File: src/tsrb_pkg.sv
package tsrb_pkg;

  ////////////////////////////////////////////////////////////////////////////////
  // Index values.
  localparam logic [7:0] IDX_LOCAL_HI = 8'h00;
  localparam logic [7:0] IDX_REMOTE_HI = 8'h01;
  localparam logic [7:0] IDX_ALARM = 8'h02;
  localparam logic [7:0] IDX_SETUP_RD = 8'h03;
  localparam logic [7:0] IDX_RATE_RD = 8'h04;
  localparam logic [7:0] IDX_LUB_RD = 8'h05;
  localparam logic [7:0] IDX_LLB_RD = 8'h06;
  localparam logic [7:0] IDX_RUBH_RD = 8'h07;
  localparam logic [7:0] IDX_RLBH_RD = 8'h08;
  localparam logic [7:0] IDX_SETUP_WR = 8'h09;
  localparam logic [7:0] IDX_RATE_WR = 8'h0a;
  localparam logic [7:0] IDX_LUB_WR = 8'h0b;
  localparam logic [7:0] IDX_LLB_WR = 8'h0c;
  localparam logic [7:0] IDX_RUBH_WR = 8'h0d;
  localparam logic [7:0] IDX_RLBH_WR = 8'h0e;
  localparam logic [7:0] IDX_TRIGGER = 8'h0f;
  localparam logic [7:0] IDX_REMOTE_LO = 8'h10;
  localparam logic [7:0] IDX_ROFS_HI = 8'h11;
  localparam logic [7:0] IDX_ROFS_LO = 8'h12;
  localparam logic [7:0] IDX_RUBL = 8'h13;
  localparam logic [7:0] IDX_RLBL = 8'h14;
  localparam logic [7:0] IDX_LOCAL_LO = 8'h15;
  localparam logic [7:0] IDX_RSHUT = 8'h19;
  localparam logic [7:0] IDX_LSHUT = 8'h20;
  localparam logic [7:0] IDX_HYST = 8'h21;
  localparam logic [7:0] IDX_REPEAT = 8'h22;
  localparam logic [7:0] IDX_IDEAL = 8'h23;
  localparam logic [7:0] IDX_SMOOTH = 8'h24;
  localparam logic [7:0] IDX_MAKER = 8'hfe;

  ////////////////////////////////////////////////////////////////////////////////
  // Reset values and setting slots.
  localparam logic [7:0] IDX_RESET = 8'h00;
  localparam logic [7:0] TEMP_RESET = 8'h00;
  localparam logic [7:0] UNMAPPED_READ = 8'h00;
  localparam int NUM_SLOTS = 16;
  localparam logic [3:0] SLOT_SETUP = 4'h0;
  localparam logic [3:0] SLOT_REPEAT = 4'hd;
  localparam int SHUTDOWN_SELECT_BIT = 6;
  localparam int BUS_TIMEOUT_ENABLE_BIT = 7;

  // Slots run from the filter control at the left down to the setup byte at the right.
  localparam logic [15:0][7:0] SLOT_RD_IDX = {
    IDX_SMOOTH, IDX_IDEAL, IDX_REPEAT, IDX_HYST, IDX_LSHUT, IDX_RSHUT, IDX_RLBL, IDX_RUBL,
    IDX_ROFS_LO, IDX_ROFS_HI, IDX_RLBH_RD, IDX_RUBH_RD, IDX_LLB_RD, IDX_LUB_RD,
    IDX_RATE_RD, IDX_SETUP_RD};
  localparam logic [15:0][7:0] SLOT_WR_IDX = {
    IDX_SMOOTH, IDX_IDEAL, IDX_REPEAT, IDX_HYST, IDX_LSHUT, IDX_RSHUT, IDX_RLBL, IDX_RUBL,
    IDX_ROFS_LO, IDX_ROFS_HI, IDX_RLBH_WR, IDX_RUBH_WR, IDX_LLB_WR, IDX_LUB_WR,
    IDX_RATE_WR, IDX_SETUP_WR};
  localparam logic [15:0][7:0] SLOT_RESET = {
    8'h00, 8'h00, 8'h01, 8'h0a, 8'h55, 8'h6c, 8'h00, 8'h00,
    8'h00, 8'h00, 8'h00, 8'h55, 8'h00, 8'h55, 8'h08, 8'h00};
  localparam logic [15:0][7:0] SLOT_MASK = {
    8'h03, 8'hff, 8'h8e, 8'hff, 8'hff, 8'hff, 8'hf0, 8'hf0,
    8'hf0, 8'hff, 8'hff, 8'hff, 8'hff, 8'hff, 8'h0f, 8'he4};

  // Channel 0 is the local sensor, channel 1 the remote one.
  localparam logic [1:0][7:0] CH_HI_IDX = {IDX_REMOTE_HI, IDX_LOCAL_HI};
  localparam logic [1:0][7:0] CH_LO_IDX = {IDX_REMOTE_LO, IDX_LOCAL_LO};

  ////////////////////////////////////////////////////////////////////////////////
  // Carriers.
  typedef struct packed {
    logic [7:0] whole;
    logic [3:0] frac;
  } tsrb_temp_s;

  typedef struct packed {
    logic       idxLoad;
    logic       dataLoad;
    logic       readReq;
    logic       genReset;
    logic [7:0] wrByte;
  } tsrb_bus_s;

  // Returns a hit flag and the slot whose index matches.
  function automatic logic [4:0] tsrb_find(input logic [7:0] idx,
                                           input logic [15:0][7:0] tbl);
    logic [4:0] res;
    res = 5'h00;
    for (int i = 0; i < NUM_SLOTS; i++) begin
      if (tbl[i] == idx) begin
        res = {1'b1, 4'(i)};
      end
    end
    return res;
  endfunction : tsrb_find

endpackage : tsrb_pkg

File: src/tsrb_register_bank.sv
`timescale 1ns/100ps
module tsrb_register_bank
  import tsrb_pkg::*;
#(
  parameter logic [7:0] MAKER_ID = 8'h3c  // Arbitrary identity value.
) (
  input  wire logic                  mclk,
  input  wire logic                  srst,
  input  wire logic                  clkEn,
  input  tsrb_bus_s                  busIn,
  input  wire logic [1:0]            convDone,
  input  tsrb_temp_s [1:0]           convResult,
  input  wire logic [7:0]            alarmIn,
  output logic [7:0]                 rdData,
  output logic                       rdValid,
  output logic [7:0]                 index,
  output logic                       singleShot,
  output logic                       convAbort,
  output logic [15:0][7:0]           settings,
  output logic                       shutdownSelect,
  output logic                       busTimeoutEnable
);

  ////////////////////////////////////////////////////////////////////////////////
  // State.
  logic [7:0]       index_r;
  logic [15:0][7:0] settings_r;
  tsrb_temp_s [1:0] temp_r;
  logic [1:0]       lockLo_r;
  logic [1:0]       lockHi_r;
  logic [1:0]       lockLo_nxt;
  logic [1:0]       lockHi_nxt;
  logic [7:0]       rdData_r;
  logic [7:0]       rdData_nxt;
  logic             rdValid_r;
  logic             singleShot_r;
  logic             convAbort_r;
  logic [4:0]       wrHit;
  logic [4:0]       rdHit;
  logic             softRst;

  assign softRst = clkEn & busIn.genReset;
  assign wrHit = tsrb_find(index_r, SLOT_WR_IDX);
  assign rdHit = tsrb_find(index_r, SLOT_RD_IDX);

  ////////////////////////////////////////////////////////////////////////////////
  // Index register.
  always_ff @(posedge mclk) begin
    if (srst) begin
      index_r <= IDX_RESET;
    end else if (clkEn) begin
      if (busIn.genReset) begin
        index_r <= IDX_RESET;
      end else if (busIn.idxLoad) begin
        index_r <= busIn.wrByte;
      end
    end
  end

  ////////////////////////////////////////////////////////////////////////////////
  // Writable settings.
  always_ff @(posedge mclk) begin
    if (srst) begin
      settings_r <= SLOT_RESET;
    end else if (clkEn) begin
      if (busIn.genReset) begin
        settings_r <= SLOT_RESET;
      end else if (busIn.dataLoad && wrHit[4]) begin
        // Only mask bits take the byte; the rest keep their fixed values.
        settings_r[wrHit[3:0]] <= (busIn.wrByte & SLOT_MASK[wrHit[3:0]]) |
                                  (settings_r[wrHit[3:0]] & ~SLOT_MASK[wrHit[3:0]]);
      end
    end
  end

  ////////////////////////////////////////////////////////////////////////////////
  // Conversion trigger and abort.
  always_ff @(posedge mclk) begin
    if (srst) begin
      singleShot_r <= 1'b0;
      convAbort_r <= 1'b0;
    end else if (clkEn) begin
      singleShot_r <= busIn.dataLoad && !busIn.genReset && (index_r == IDX_TRIGGER);
      convAbort_r <= busIn.genReset;
    end
  end

  ////////////////////////////////////////////////////////////////////////////////
  // Pairing holds.
  always_comb begin
    lockLo_nxt = lockLo_r;
    lockHi_nxt = lockHi_r;
    for (int c = 0; c < 2; c++) begin
      if (busIn.genReset) begin
        lockLo_nxt[c] = 1'b0;
        lockHi_nxt[c] = 1'b0;
      end else if (busIn.readReq && index_r == CH_HI_IDX[c]) begin
        lockLo_nxt[c] = !lockHi_r[c];
        lockHi_nxt[c] = 1'b0;
      end else if (busIn.readReq && index_r == CH_LO_IDX[c]) begin
        lockHi_nxt[c] = !lockLo_r[c];
        lockLo_nxt[c] = 1'b0;
      end else if (busIn.readReq) begin
        lockLo_nxt[c] = 1'b0;
        lockHi_nxt[c] = 1'b0;
      end
    end
  end

  always_ff @(posedge mclk) begin
    if (srst) begin
      lockLo_r <= 2'b00;
      lockHi_r <= 2'b00;
    end else if (clkEn) begin
      lockLo_r <= lockLo_nxt;
      lockHi_r <= lockHi_nxt;
    end
  end

  ////////////////////////////////////////////////////////////////////////////////
  // Results.
  always_ff @(posedge mclk) begin
    if (srst) begin
      for (int c = 0; c < 2; c++) begin
        temp_r[c] <= {TEMP_RESET, 4'h0};
      end
    end else if (clkEn) begin
      for (int c = 0; c < 2; c++) begin
        if (busIn.genReset) begin
          temp_r[c] <= {TEMP_RESET, 4'h0};
        end else if (convDone[c]) begin
          // The hold uses its next value so a read and an update in one cycle still pair.
          if (!lockHi_nxt[c]) begin
            temp_r[c].whole <= convResult[c].whole;
          end
          if (!lockLo_nxt[c]) begin
            temp_r[c].frac <= convResult[c].frac;
          end
        end
      end
    end
  end

  ////////////////////////////////////////////////////////////////////////////////
  // Read path.
  always_comb begin
    if (index_r == IDX_LOCAL_HI) begin
      rdData_nxt = temp_r[0].whole;
    end else if (index_r == IDX_LOCAL_LO) begin
      rdData_nxt = {temp_r[0].frac, 4'h0};
    end else if (index_r == IDX_REMOTE_HI) begin
      rdData_nxt = temp_r[1].whole;
    end else if (index_r == IDX_REMOTE_LO) begin
      rdData_nxt = {temp_r[1].frac, 4'h0};
    end else if (index_r == IDX_ALARM) begin
      rdData_nxt = alarmIn;
    end else if (index_r == IDX_MAKER) begin
      rdData_nxt = MAKER_ID;
    end else if (rdHit[4]) begin
      rdData_nxt = settings_r[rdHit[3:0]];
    end else begin
      rdData_nxt = UNMAPPED_READ;
    end
  end

  always_ff @(posedge mclk) begin
    if (srst) begin
      rdData_r <= UNMAPPED_READ;
      rdValid_r <= 1'b0;
    end else if (clkEn) begin
      rdValid_r <= busIn.readReq && !busIn.genReset;
      if (busIn.readReq) begin
        rdData_r <= rdData_nxt;
      end
    end
  end

  ////////////////////////////////////////////////////////////////////////////////
  // Outputs.
  assign rdData = rdData_r;
  assign rdValid = rdValid_r;
  assign index = index_r;
  assign singleShot = singleShot_r;
  assign convAbort = convAbort_r;
  assign settings = settings_r;
  assign shutdownSelect = settings_r[SLOT_SETUP][SHUTDOWN_SELECT_BIT];
  assign busTimeoutEnable = settings_r[SLOT_REPEAT][BUS_TIMEOUT_ENABLE_BIT];

  ////////////////////////////////////////////////////////////////////////////////
  // Checks.
  index_load_a: assert property (
    @(posedge mclk) disable iff (srst)
    clkEn && busIn.idxLoad && !busIn.genReset |=> index_r == $past(busIn.wrByte))
    else $error("Index did not take the first write byte.");

  index_por_a: assert property (
    @(posedge mclk) disable iff (srst)
    $fell(srst) |-> index_r == IDX_RESET && rdValid_r == 1'b0)
    else $error("Index not zero after reset.");

  result_por_a: assert property (
    @(posedge mclk) disable iff (srst)
    $fell(srst) |-> temp_r[0].whole == TEMP_RESET && temp_r[1].whole == TEMP_RESET)
    else $error("Results not zero after reset.");

  remote_read_a: assert property (
    @(posedge mclk) disable iff (srst)
    clkEn && busIn.readReq && !busIn.genReset && index_r == IDX_REMOTE_HI
    |=> rdValid_r && rdData_r == $past(temp_r[1].whole))
    else $error("Remote high byte read wrong.");

  local_frac_a: assert property (
    @(posedge mclk) disable iff (srst)
    clkEn && busIn.readReq && index_r == IDX_LOCAL_LO
    |=> rdData_r[3:0] == 4'h0 && rdData_r[7:4] == $past(temp_r[0].frac))
    else $error("Local low byte layout wrong.");

  low_hold_a: assert property (
    @(posedge mclk) disable iff (srst)
    clkEn && lockLo_r[1] && convDone[1] && !busIn.readReq && !busIn.genReset
    |=> temp_r[1].frac == $past(temp_r[1].frac) && temp_r[1].whole == $past(convResult[1].whole))
    else $error("Held low byte was overwritten.");

  high_hold_a: assert property (
    @(posedge mclk) disable iff (srst)
    clkEn && lockHi_r[1] && convDone[1] && !busIn.readReq && !busIn.genReset
    |=> temp_r[1].whole == $past(temp_r[1].whole)
    && temp_r[1].frac == $past(convResult[1].frac))
    else $error("Held high byte was overwritten.");

  other_read_a: assert property (
    @(posedge mclk) disable iff (srst)
    clkEn && busIn.readReq && index_r == IDX_ALARM |=> lockLo_r == 2'b00 && lockHi_r == 2'b00)
    else $error("Pairing hold survived another read.");

  result_ro_a: assert property (
    @(posedge mclk) disable iff (srst)
    clkEn && convDone == 2'b00 && !busIn.genReset |=> $stable(temp_r))
    else $error("Result changed without a conversion.");

  read_side_a: assert property (
    @(posedge mclk) disable iff (srst)
    clkEn && busIn.dataLoad && !busIn.genReset && index_r == IDX_LUB_RD
    |=> settings_r == $past(settings_r))
    else $error("Write at a read index changed a setting.");

  trigger_a: assert property (
    @(posedge mclk) disable iff (srst)
    clkEn && busIn.dataLoad && !busIn.genReset && index_r == IDX_TRIGGER
    |=> singleShot_r && settings_r == $past(settings_r))
    else $error("Trigger write misbehaved.");

  fixed_bits_a: assert property (
    @(posedge mclk) disable iff (srst)
    settings_r[SLOT_REPEAT][0] == 1'b1 && settings_r[SLOT_SETUP][4:3] == 2'b00
    && settings_r[SLOT_SETUP][1:0] == 2'b00)
    else $error("Fixed bit changed.");

  soft_reset_a: assert property (
    @(posedge mclk) disable iff (srst)
    softRst |=> index_r == IDX_RESET && settings_r == SLOT_RESET && convAbort_r
    && lockLo_r == 2'b00)
    else $error("General-call reset incomplete.");

  lo_lock_set_a: assert property (
    @(posedge mclk) disable iff (srst)
    clkEn && busIn.readReq && !busIn.genReset && index_r == IDX_REMOTE_HI && !lockHi_r[1]
    |=> lockLo_r[1])
    else $error("High byte read did not hold the low byte.");

  hi_lock_set_a: assert property (
    @(posedge mclk) disable iff (srst)
    clkEn && busIn.readReq && !busIn.genReset && index_r == IDX_REMOTE_LO && !lockLo_r[1]
    |=> lockHi_r[1])
    else $error("Low byte read did not hold the high byte.");

  local_read_a: assert property (
    @(posedge mclk) disable iff (srst)
    clkEn && busIn.readReq && index_r == IDX_LOCAL_HI |=> rdData_r == $past(temp_r[0].whole))
    else $error("Local high byte read wrong.");

  remote_frac_a: assert property (
    @(posedge mclk) disable iff (srst)
    clkEn && busIn.readReq && index_r == IDX_REMOTE_LO
    |=> rdData_r == {$past(temp_r[1].frac), 4'h0})
    else $error("Remote low byte layout wrong.");

  read_valid_a: assert property (
    @(posedge mclk) disable iff (srst)
    clkEn && busIn.readReq && !busIn.genReset |=> rdValid_r)
    else $error("Read gave no valid pulse.");

  valid_pulse_a: assert property (
    @(posedge mclk) disable iff (srst)
    clkEn && !busIn.readReq |=> !rdValid_r)
    else $error("Valid pulse without a read.");

  read_hold_a: assert property (
    @(posedge mclk) disable iff (srst)
    clkEn && !busIn.readReq |=> $stable(rdData_r))
    else $error("Read byte changed without a read.");

  index_hold_a: assert property (
    @(posedge mclk) disable iff (srst)
    clkEn && !busIn.idxLoad && !busIn.genReset |=> $stable(index_r))
    else $error("Index changed without a write.");

  trigger_pulse_a: assert property (
    @(posedge mclk) disable iff (srst)
    clkEn && !(busIn.dataLoad && index_r == IDX_TRIGGER) |=> !singleShot_r)
    else $error("Trigger pulse without a trigger write.");

  abort_pulse_a: assert property (
    @(posedge mclk) disable iff (srst)
    clkEn && !busIn.genReset |=> !convAbort_r)
    else $error("Abort pulse without a general-call reset.");

  clock_freeze_a: assert property (
    @(posedge mclk) disable iff (srst)
    !clkEn |=> $stable(index_r) && $stable(settings_r) && $stable(temp_r))
    else $error("State moved while the clock enable was low.");

  shutdown_rw_a: assert property (
    @(posedge mclk) disable iff (srst)
    clkEn && busIn.dataLoad && !busIn.genReset && index_r == IDX_RSHUT
    |=> settings_r[$past(rdHit[3:0])] == $past(busIn.wrByte))
    else $error("Shutdown bound not read back at its own index.");

  offset_low_a: assert property (
    @(posedge mclk) disable iff (srst)
    clkEn && busIn.dataLoad && !busIn.genReset && index_r == IDX_ROFS_LO
    |=> settings_r[$past(rdHit[3:0])] == {$past(busIn.wrByte[7:4]), 4'h0})
    else $error("Offset low byte layout wrong.");

  result_write_a: assert property (
    @(posedge mclk) disable iff (srst)
    clkEn && busIn.dataLoad && !busIn.genReset && index_r == IDX_LOCAL_HI
    |=> $stable(settings_r) && !singleShot_r)
    else $error("Write to a result register took effect.");

  maker_read_a: assert property (
    @(posedge mclk) disable iff (srst)
    clkEn && busIn.readReq && index_r == IDX_MAKER |=> rdData_r == MAKER_ID)
    else $error("Identity byte read wrong.");

  conv_update_a: assert property (
    @(posedge mclk) disable iff (srst)
    clkEn && convDone[0] && !busIn.readReq && !busIn.genReset && !lockLo_r[0] && !lockHi_r[0]
    |=> temp_r[0] == $past(convResult[0]))
    else $error("Local result not taken from the conversion.");

  soft_result_a: assert property (
    @(posedge mclk) disable iff (srst)
    softRst |=> temp_r[0].whole == TEMP_RESET && temp_r[1].whole == TEMP_RESET
    && lockHi_r == 2'b00 && !singleShot_r && !rdValid_r)
    else $error("General-call reset left results or holds.");

endmodule : tsrb_register_bank

File: config.mk
export PLATFORM = sky130hd
export DESIGN_NAME = tsrb_register_bank
export DESIGN_NICKNAME = d
export VERILOG_FILES = /design/src/tsrb_pkg.sv /design/src/tsrb_register_bank.sv
export SDC_FILE = /design/constraint.sdc
export NUM_CORES = 1
export LEC_CHECK = 0
export BUFFER_PORTS_ARGS = -buffer_cell sky130_fd_sc_hd__buf_2
export CAP_MARGIN = 10
export CORE_UTILIZATION = 60
export DETAILED_ROUTE_END_ITERATION = 16
export PLACE_DENSITY = 0.86
export SLEW_MARGIN = 25
export SYNTH_ARGS = -nofsm -noshare
export SYNTH_HDL_FRONTEND = slang
export SYNTH_SLANG_ARGS = --single-unit
File: constraint.sdc
create_clock -name mclk -period 5.05 [get_ports mclk]
set_input_delay 0 -clock mclk [delete_from_list [all_inputs] [get_ports mclk]]
set_output_delay 0 -clock mclk [all_outputs]
set_load 0.1 [all_outputs]
Word level (Yosys, flattened, before mapping)
Memories as Yosys holds them, arrays and structs flattened.
Index checks and enable logic that the tools add are counted.
{"block": "word_totals", "reg_bits": 175, "romBits": 128, "input_bits": 49, "out_inout_bits": 149, "elab_cells": 168, "mem_count": 1}
{"name": "(name not given)", "depth": 16, "width": 8, "read_ports": 1, "rd_clocked_by_memory_dff": 0, "write_ports": 0, "line": "tsrb_register_bank.sv:71", "source": "(settings_r[wrHit[3:0]] & ~SLOT_MASK[wrHit[3:0]]);"}
{"block": "classes", "magnitude_cmp": 3, "eq_ne": 32, "n_mux": 75, "bitwise": 4, "n_reduce_logical": 26}
{"operator": "$mux W128", "n": 2}
{"operator": "$mux W5", "n": 32}
{"operator": "$bwmux W128", "n": 1}
{"operator": "$mux W8", "n": 15}
{"operator": "$bmux W8 S4", "n": 2}
{"operator": "$eq A4 B8 Y1 const A", "n": 7}
{"operator": "$mux W12", "n": 4}
{"operator": "$eq A5 B8 Y1 const A", "n": 5}
{"operator": "$eq A6 B8 Y1 const A", "n": 5}
{"operator": "$demux W8 S4", "n": 1}
{"operator": "$eq A3 B8 Y1 const A", "n": 4}
{"operator": "$and A8 B8 Y8", "n": 2}
{"operator": "$eq A8 B5 Y1 const B", "n": 2}
{"operator": "$mux W1", "n": 16}
{"operator": "$reduce_and A3 Y1", "n": 4}
{"operator": "$lt A4 B5 Y1 const B", "n": 2}
{"operator": "$logic_and A1 B1 Y1", "n": 9}
{"operator": "$eq A2 B8 Y1 const A", "n": 1}
{"operator": "$eq A8 B1 Y1 const B", "n": 1}
{"operator": "$eq A8 B2 Y1 const B", "n": 1}
{"operator": "$eq A8 B4 Y1 const B", "n": 1}
{"operator": "$eq A8 B8 Y1 const B", "n": 1}
{"operator": "$logic_not A8 Y1", "n": 1}
{"operator": "$mux W4", "n": 2}
{"operator": "7 further kinds", "n": 19}

Depth between registers and ports, before layout
{"block": "depth", "word_depth": 26, "mapped_depth": 14, "ltp_nobuf": 9}

Least setup slack after synthesis
Ideal clock, no wire load.
{"block": "synth_path", "kind": "flip-flop to flip-flop", "start": "register index_r[4], in the netlist index[4]", "end": "register rdData_r[0], in the netlist rdData[0]", "setup_time_ps": 128, "arrival_time_ps": 3499, "required_ps": 4922, "slack_ps": 1423, "stages_incl_launch_ff": 13, "n_path_buf": 3, "period_less_slack_ps": 3627, "path_cell_list": "dfxtp_1 buf_2 or4b_2 nor3_1 or2_2 buf_2 nor2_1 buf_2 a2111oi_0 a31oi_1 a31oi_1 a311o_1 a211oi_2"}
{"block": "synth_between", "elab_chain_cells": 25, "elab_cells_between_ends": 47, "classes_between": "eq/ne: 21; mux: 25; reduce/logical: 1"}
{"element": "start: declaration", "line": "tsrb_register_bank.sv:26", "source": "logic [7:0] index_r;"}
{"element": "start signal: assignment", "line": "tsrb_register_bank.sv:55", "source": "index_r <= busIn.wrByte;"}
{"element": "$eq A3 B8 Y1", "line": "tsrb_pkg.sv:87", "source": "if (tbl[i] == idx) begin"}
{"element": "$mux W5 (15 in a row)", "line": "tsrb_pkg.sv:87"}
{"element": "$bmux W8 S4", "line": "tsrb_register_bank.sv:160", "source": "rdData_nxt = settings_r[rdHit[3:0]];"}
{"element": "$mux W8 (implied by the code)", "line": "tsrb_register_bank.sv:160"}
{"element": "$mux W8", "line": "tsrb_register_bank.sv:159", "source": "end else if (rdHit[4]) begin"}
{"element": "$mux W8", "line": "tsrb_register_bank.sv:157", "source": "end else if (index_r == IDX_MAKER) begin"}
{"element": "$mux W8", "line": "tsrb_register_bank.sv:155", "source": "end else if (index_r == IDX_ALARM) begin"}
{"element": "$mux W8", "line": "tsrb_register_bank.sv:153", "source": "end else if (index_r == IDX_REMOTE_LO) begin"}
{"element": "$mux W8", "line": "tsrb_register_bank.sv:151", "source": "end else if (index_r == IDX_REMOTE_HI) begin"}
{"element": "$mux W8", "line": "tsrb_register_bank.sv:149", "source": "end else if (index_r == IDX_LOCAL_LO) begin"}
{"element": "$mux W8 *", "line": "tsrb_register_bank.sv:147", "source": "if (index_r == IDX_LOCAL_HI) begin"}
{"element": "end signal: assignment", "line": "tsrb_register_bank.sv:173", "source": "rdData_r <= rdData_nxt;"}
{"element": "end: declaration", "line": "tsrb_register_bank.sv:33", "source": "logic [7:0] rdData_r;"}
Every way passes the cells marked *; elsewhere a longest branch is shown, timed or not. The select of a mux whose other input is x is not followed.
A chain may end at the register's enable or synchronous reset.

Worst setup path after layout
{"block": "layout_path", "start": "register index_r[1], in the netlist index[1]", "end": "register settings_r, in the netlist settings[19]"}
{"block": "layout_between", "elab_chain_cells": 24, "elab_cells_between_ends": 51, "classes_between": "order compare: 2; eq/ne: 16; mux: 24; bitwise: 4; reduce/logical: 4; memory: 1"}
{"element": "$eq A4 B8 Y1", "line": "tsrb_pkg.sv:87"}
{"element": "$mux W5 (14 in a row)", "line": "tsrb_pkg.sv:87"}
{"element": "$mux W5 *", "line": "tsrb_pkg.sv:87"}
{"element": "$mem_v2 Z16 W8"}
{"element": "$mux W8 (implied by the code)", "line": "tsrb_register_bank.sv:71"}
{"element": "$not A8 Y8", "line": "tsrb_register_bank.sv:71"}
{"element": "$and A8 B8 Y8", "line": "tsrb_register_bank.sv:71"}
{"element": "$or A8 B8 Y8", "line": "tsrb_register_bank.sv:70", "source": "settings_r[wrHit[3:0]] <= (busIn.wrByte & SLOT_MASK[wrHit[3:0]]) |"}
{"element": "$bwmux W128", "line": "tsrb_register_bank.sv:70"}
{"element": "$mux W128", "line": "tsrb_register_bank.sv:68", "source": "end else if (busIn.dataLoad && wrHit[4]) begin"}
{"element": "$mux W128", "line": "tsrb_register_bank.sv:66", "source": "if (busIn.genReset) begin"}
{"element": "end signal: indexed assignment", "line": "tsrb_register_bank.sv:70"}
{"element": "end: declaration", "line": "tsrb_register_bank.sv:27", "source": "logic [15:0][7:0] settings_r;"}
Marks and branches as above.

==> impl_metrics.json <==
{
  "syn_area_mm2": 0.00929,
  "clk_pin_slew_ns": 0.07,
  "synth-seq-cells": 175,
  "synth_top_area_share": 0.377,
  "ctsHtreeMaxLevel": 4,
  "outcome": "complete, no violations",
  "dr.pass1.iters": 9,
  "gp_congestion": 1.06,
  "cts_buffer_depth": 2,
  "tritoncts": "yes",
  "relSlewSlack": 0.258,
  "hold_viol": 0,
  "fillers": 1095,
  "worstPathRequired_ns": 5.42,
  "drt_iter0_markers": 2175,
  "min-delay-start": "convResult[22]",
  "r2r_end": "settings[19]",
  "ant_nets": 0,
  "slew_viol_final": 0,
  "final_nets": 1402,
  "synth_area_leaders": "dfxtp_1 38%, nor2_1 7.5%, a22oi_1 6.8%",
  "grt_overflow": 0,
  "ioPinCount": 198,
  "cts-root-buf": "clkbuf_16",
  "synth_compound_area_frac": 0.246,
  "maxCapViolCount": 0,
  "start_util": 0.614,
  "cp_max_fo": 22,
  "drive_above_1_share": 0.218,
  "avgSynthCellArea_um2": 7.96,
  "synthAdderAreaFrac": 0,
  "r2r_cells": 10,
  "vdd_ir_drop_max_v": 0.000256,
  "ys_seq_area_frac": 0.377,
  "row_count": 45,
  "avgRoutedWirePerCell_um": 26.7,
  "setup_ws_ns": 0.669,
  "r2r_slack_ns": 0.67,
  "grt_usage": 0.508,
  "die_area_mm2": 0.0160,
  "num_vias": 11200,
  "arrival_ns": 4.75,
  "via_per_inst": 7.22,
  "holdPathStages": 4,
  "clkSinkCount": 175,
  "finalCritPeriodShare": 0.868,
  "synthSimpleGateAreaFrac": 0.275,
  "place_ws_ns": 1.04,
  "setup_tns_ns": 0,
  "dp.final_hpwl_um": 28400,
  "syn-num-nets": 1216,
  "clkLatencyLatePin_ns": 0.45,
  "criticalPathCategory": "reg -> reg",
  "synthMuxAreaShare": 0.0482,
  "synthFlopType": "dfxtp_1",
  "tightest_slew_ns": 1.10,
  "die_h_um": 126,
  "port_buffers": 197,
  "rsz0062_at_grt": "no",
  "synth_cell_types": 79,
  "hp-class": "in -> reg",
  "powerDensity_mw_per_mm2": 291,
  "antenna_found_initial": 1,
  "reg2reg_from": "index[1]",
  "fin_crit_ns": 4.38,
  "synth_xor_area_frac": 0.00377,
  "setup_viol": 0,
  "cts_setup_buffers": 0,
  "p_leak_nw": 4.58,
  "grt_max_degree": 102,
  "cts_resized": 0,
  "hold_end": "temp_r[22]",
  "grt_pass1_vias": 9937,
  "synth_top_family_by_area": "simple AND/OR/NAND/NOR gates",
  "max_freq_mhz": 228,
  "clock-skew-final_ns": 0.0104,
  "ys_warn_count": 0,
  "synthArstFlopShare": 0,
  "antenna_cells": 0,
  "die_w_um": 126,
  "coreArea_mm2": 0.0151,
  "cp-end-kind": "register",
  "drc": 0,
  "synth-edff-count": 0,
  "cts_buffers": 17,
  "yosysTopAreaCell": "dfxtp_1",
  "wirelength_um": 41500,
  "setup.worst_path.start_class": "register",
  "area_growth_pct": 21.1,
  "grt_pass1_wl_um": 60500,
  "netlist_instances": 1167
}
## per-layer routing
metal  wire (µm)  vias to the layer above  track usage
li1            -                     4641            -
met1       15300                     5246        0.667
met2       17400                     1073        0.756
met3        5920                      265        0.132
met4        2890                        0        0.294
met5           0                        -            0
## Yosys cell counts, drive strengths merged, types with 14 or more instances
| library cell | instances |
|---|---|
| buf | 41 |
| o21ai | 34 |
| a21oi | 79 |
| nor2 | 187 |
| o22ai | 18 |
| nor3 | 41 |
| nand3 | 33 |
| a31oi | 14 |
| clkbuf | 49 |
| a22oi | 84 |
| mux2i | 21 |
| nand2 | 142 |
| nor3b | 18 |
| dfxtp | 175 |
| nand2b | 19 |
| a22o | 19 |
## worst max-delay path by stage
stage	startpoint	to	depth (start not counted)
final	index[1]	settings[19]	10
after global routing	index[1]	settings[3]	10
after CTS	index[1]	settings[19]	10
after detailed placement	index[1]	settings[87]	10
after global placement	index[1]	settings[87]	10
after floorplan	index[4]	rdData[0]	12
## final cells by class
type / count / area, µm² / area share
multi-input combinational: 895 / 5370 / 0.477
sequential: 175 / 3500 / 0.311
timing repair buffer: 257 / 1530 / 0.136
clock buffer: 18 / 429 / 0.0381
tap: 188 / 235 / 0.0209
clock inverter: 14 / 164 / 0.0146
inverter: 7 / 26.3 / 0.00233
## power by group
group          internal, mW  total [mW]  switching [mW]  leakage (nW)
Clock                 0.706        1.36           0.658         0.283
Sequential             1.40        1.42          0.0227          1.42
Combinational         0.132       0.488           0.355          2.88
Total                  2.24        3.27            1.04          4.58
## worst max-delay path, stage by stage (launching register included)
cell	delay, ns
dfxtp_1	0.77
buf_4	0.28
nand2_1	0.35
o21ai_0	0.61
nor2b_1	0.43
nor2_2	0.30
a21o_1	0.26
a21oi_1	0.27
and2_1	0.72
a22oi_1	0.16
nor2_1	0.14
## registers in the layout, summed over array words and instances (netlist names)
name,cells
busTimeoutEnable,1
convAbort,1
index,8
lockHi_r,2
lockLo_r,2
rdData,8
rdValid,1
settings,127
singleShot,1
temp_r,24
## metrics by stage
| stage | power [mW] | instances | hold slack (ns) | instance area, µm² | utilization |
|---|---|---|---|---|---|
| 5_1_grt | 3.32 | 1554 | 0.0298 | 11300 | 0.743 |
| 3_3_place_gp | 1.88 | 1484 | 0.279 | 10300 | 0.677 |
| 6_report | 3.27 | 1554 | 0.00409 | 11300 | 0.743 |
| 2_1_floorplan | 1.75 | 1167 | 0.148 | 9290 | - |
| 3_5_place_dp | 1.89 | 1484 | 0.284 | 10300 | 0.678 |
| 4_1_cts | 3.22 | 1554 | 0.00136 | 11200 | 0.742 |
## cell usage in the layout, fill, tap and decap left out, types with 8 or more instances in the layout
cell and n:
mux2i_1 20, buf_2 196, and2_1 8, nand4b_1 11, buf_4 23, o21ai_0 25, nor2_1 186, a21oi_1 75
a22o_1 19, nor3b_1 18, dfxtp_1 175, nor2b_1 11, and3_1 8, o22ai_1 18, clkbuf_16 17, nand2b_1 19
a31oi_1 12, nor3_1 36, nand3_1 33, a22oi_1 84, mux4_2 9, nand3b_1 11, nand4_1 8, nand2_1 142
dlygate4sd3_1 38
## cells by family after synthesis
logic type      count (synthesis)
simple gates                  530
buf+inv                        97
xor+xnor                        4
mux                            32
flops                         175
compound gates                329
## timing repair
item,CTS,global route
endpoints found under the hold margin,32,0
endpoints found under the setup margin,0,0
hold buffers,38,0
(Power assumes the default switching activity.)
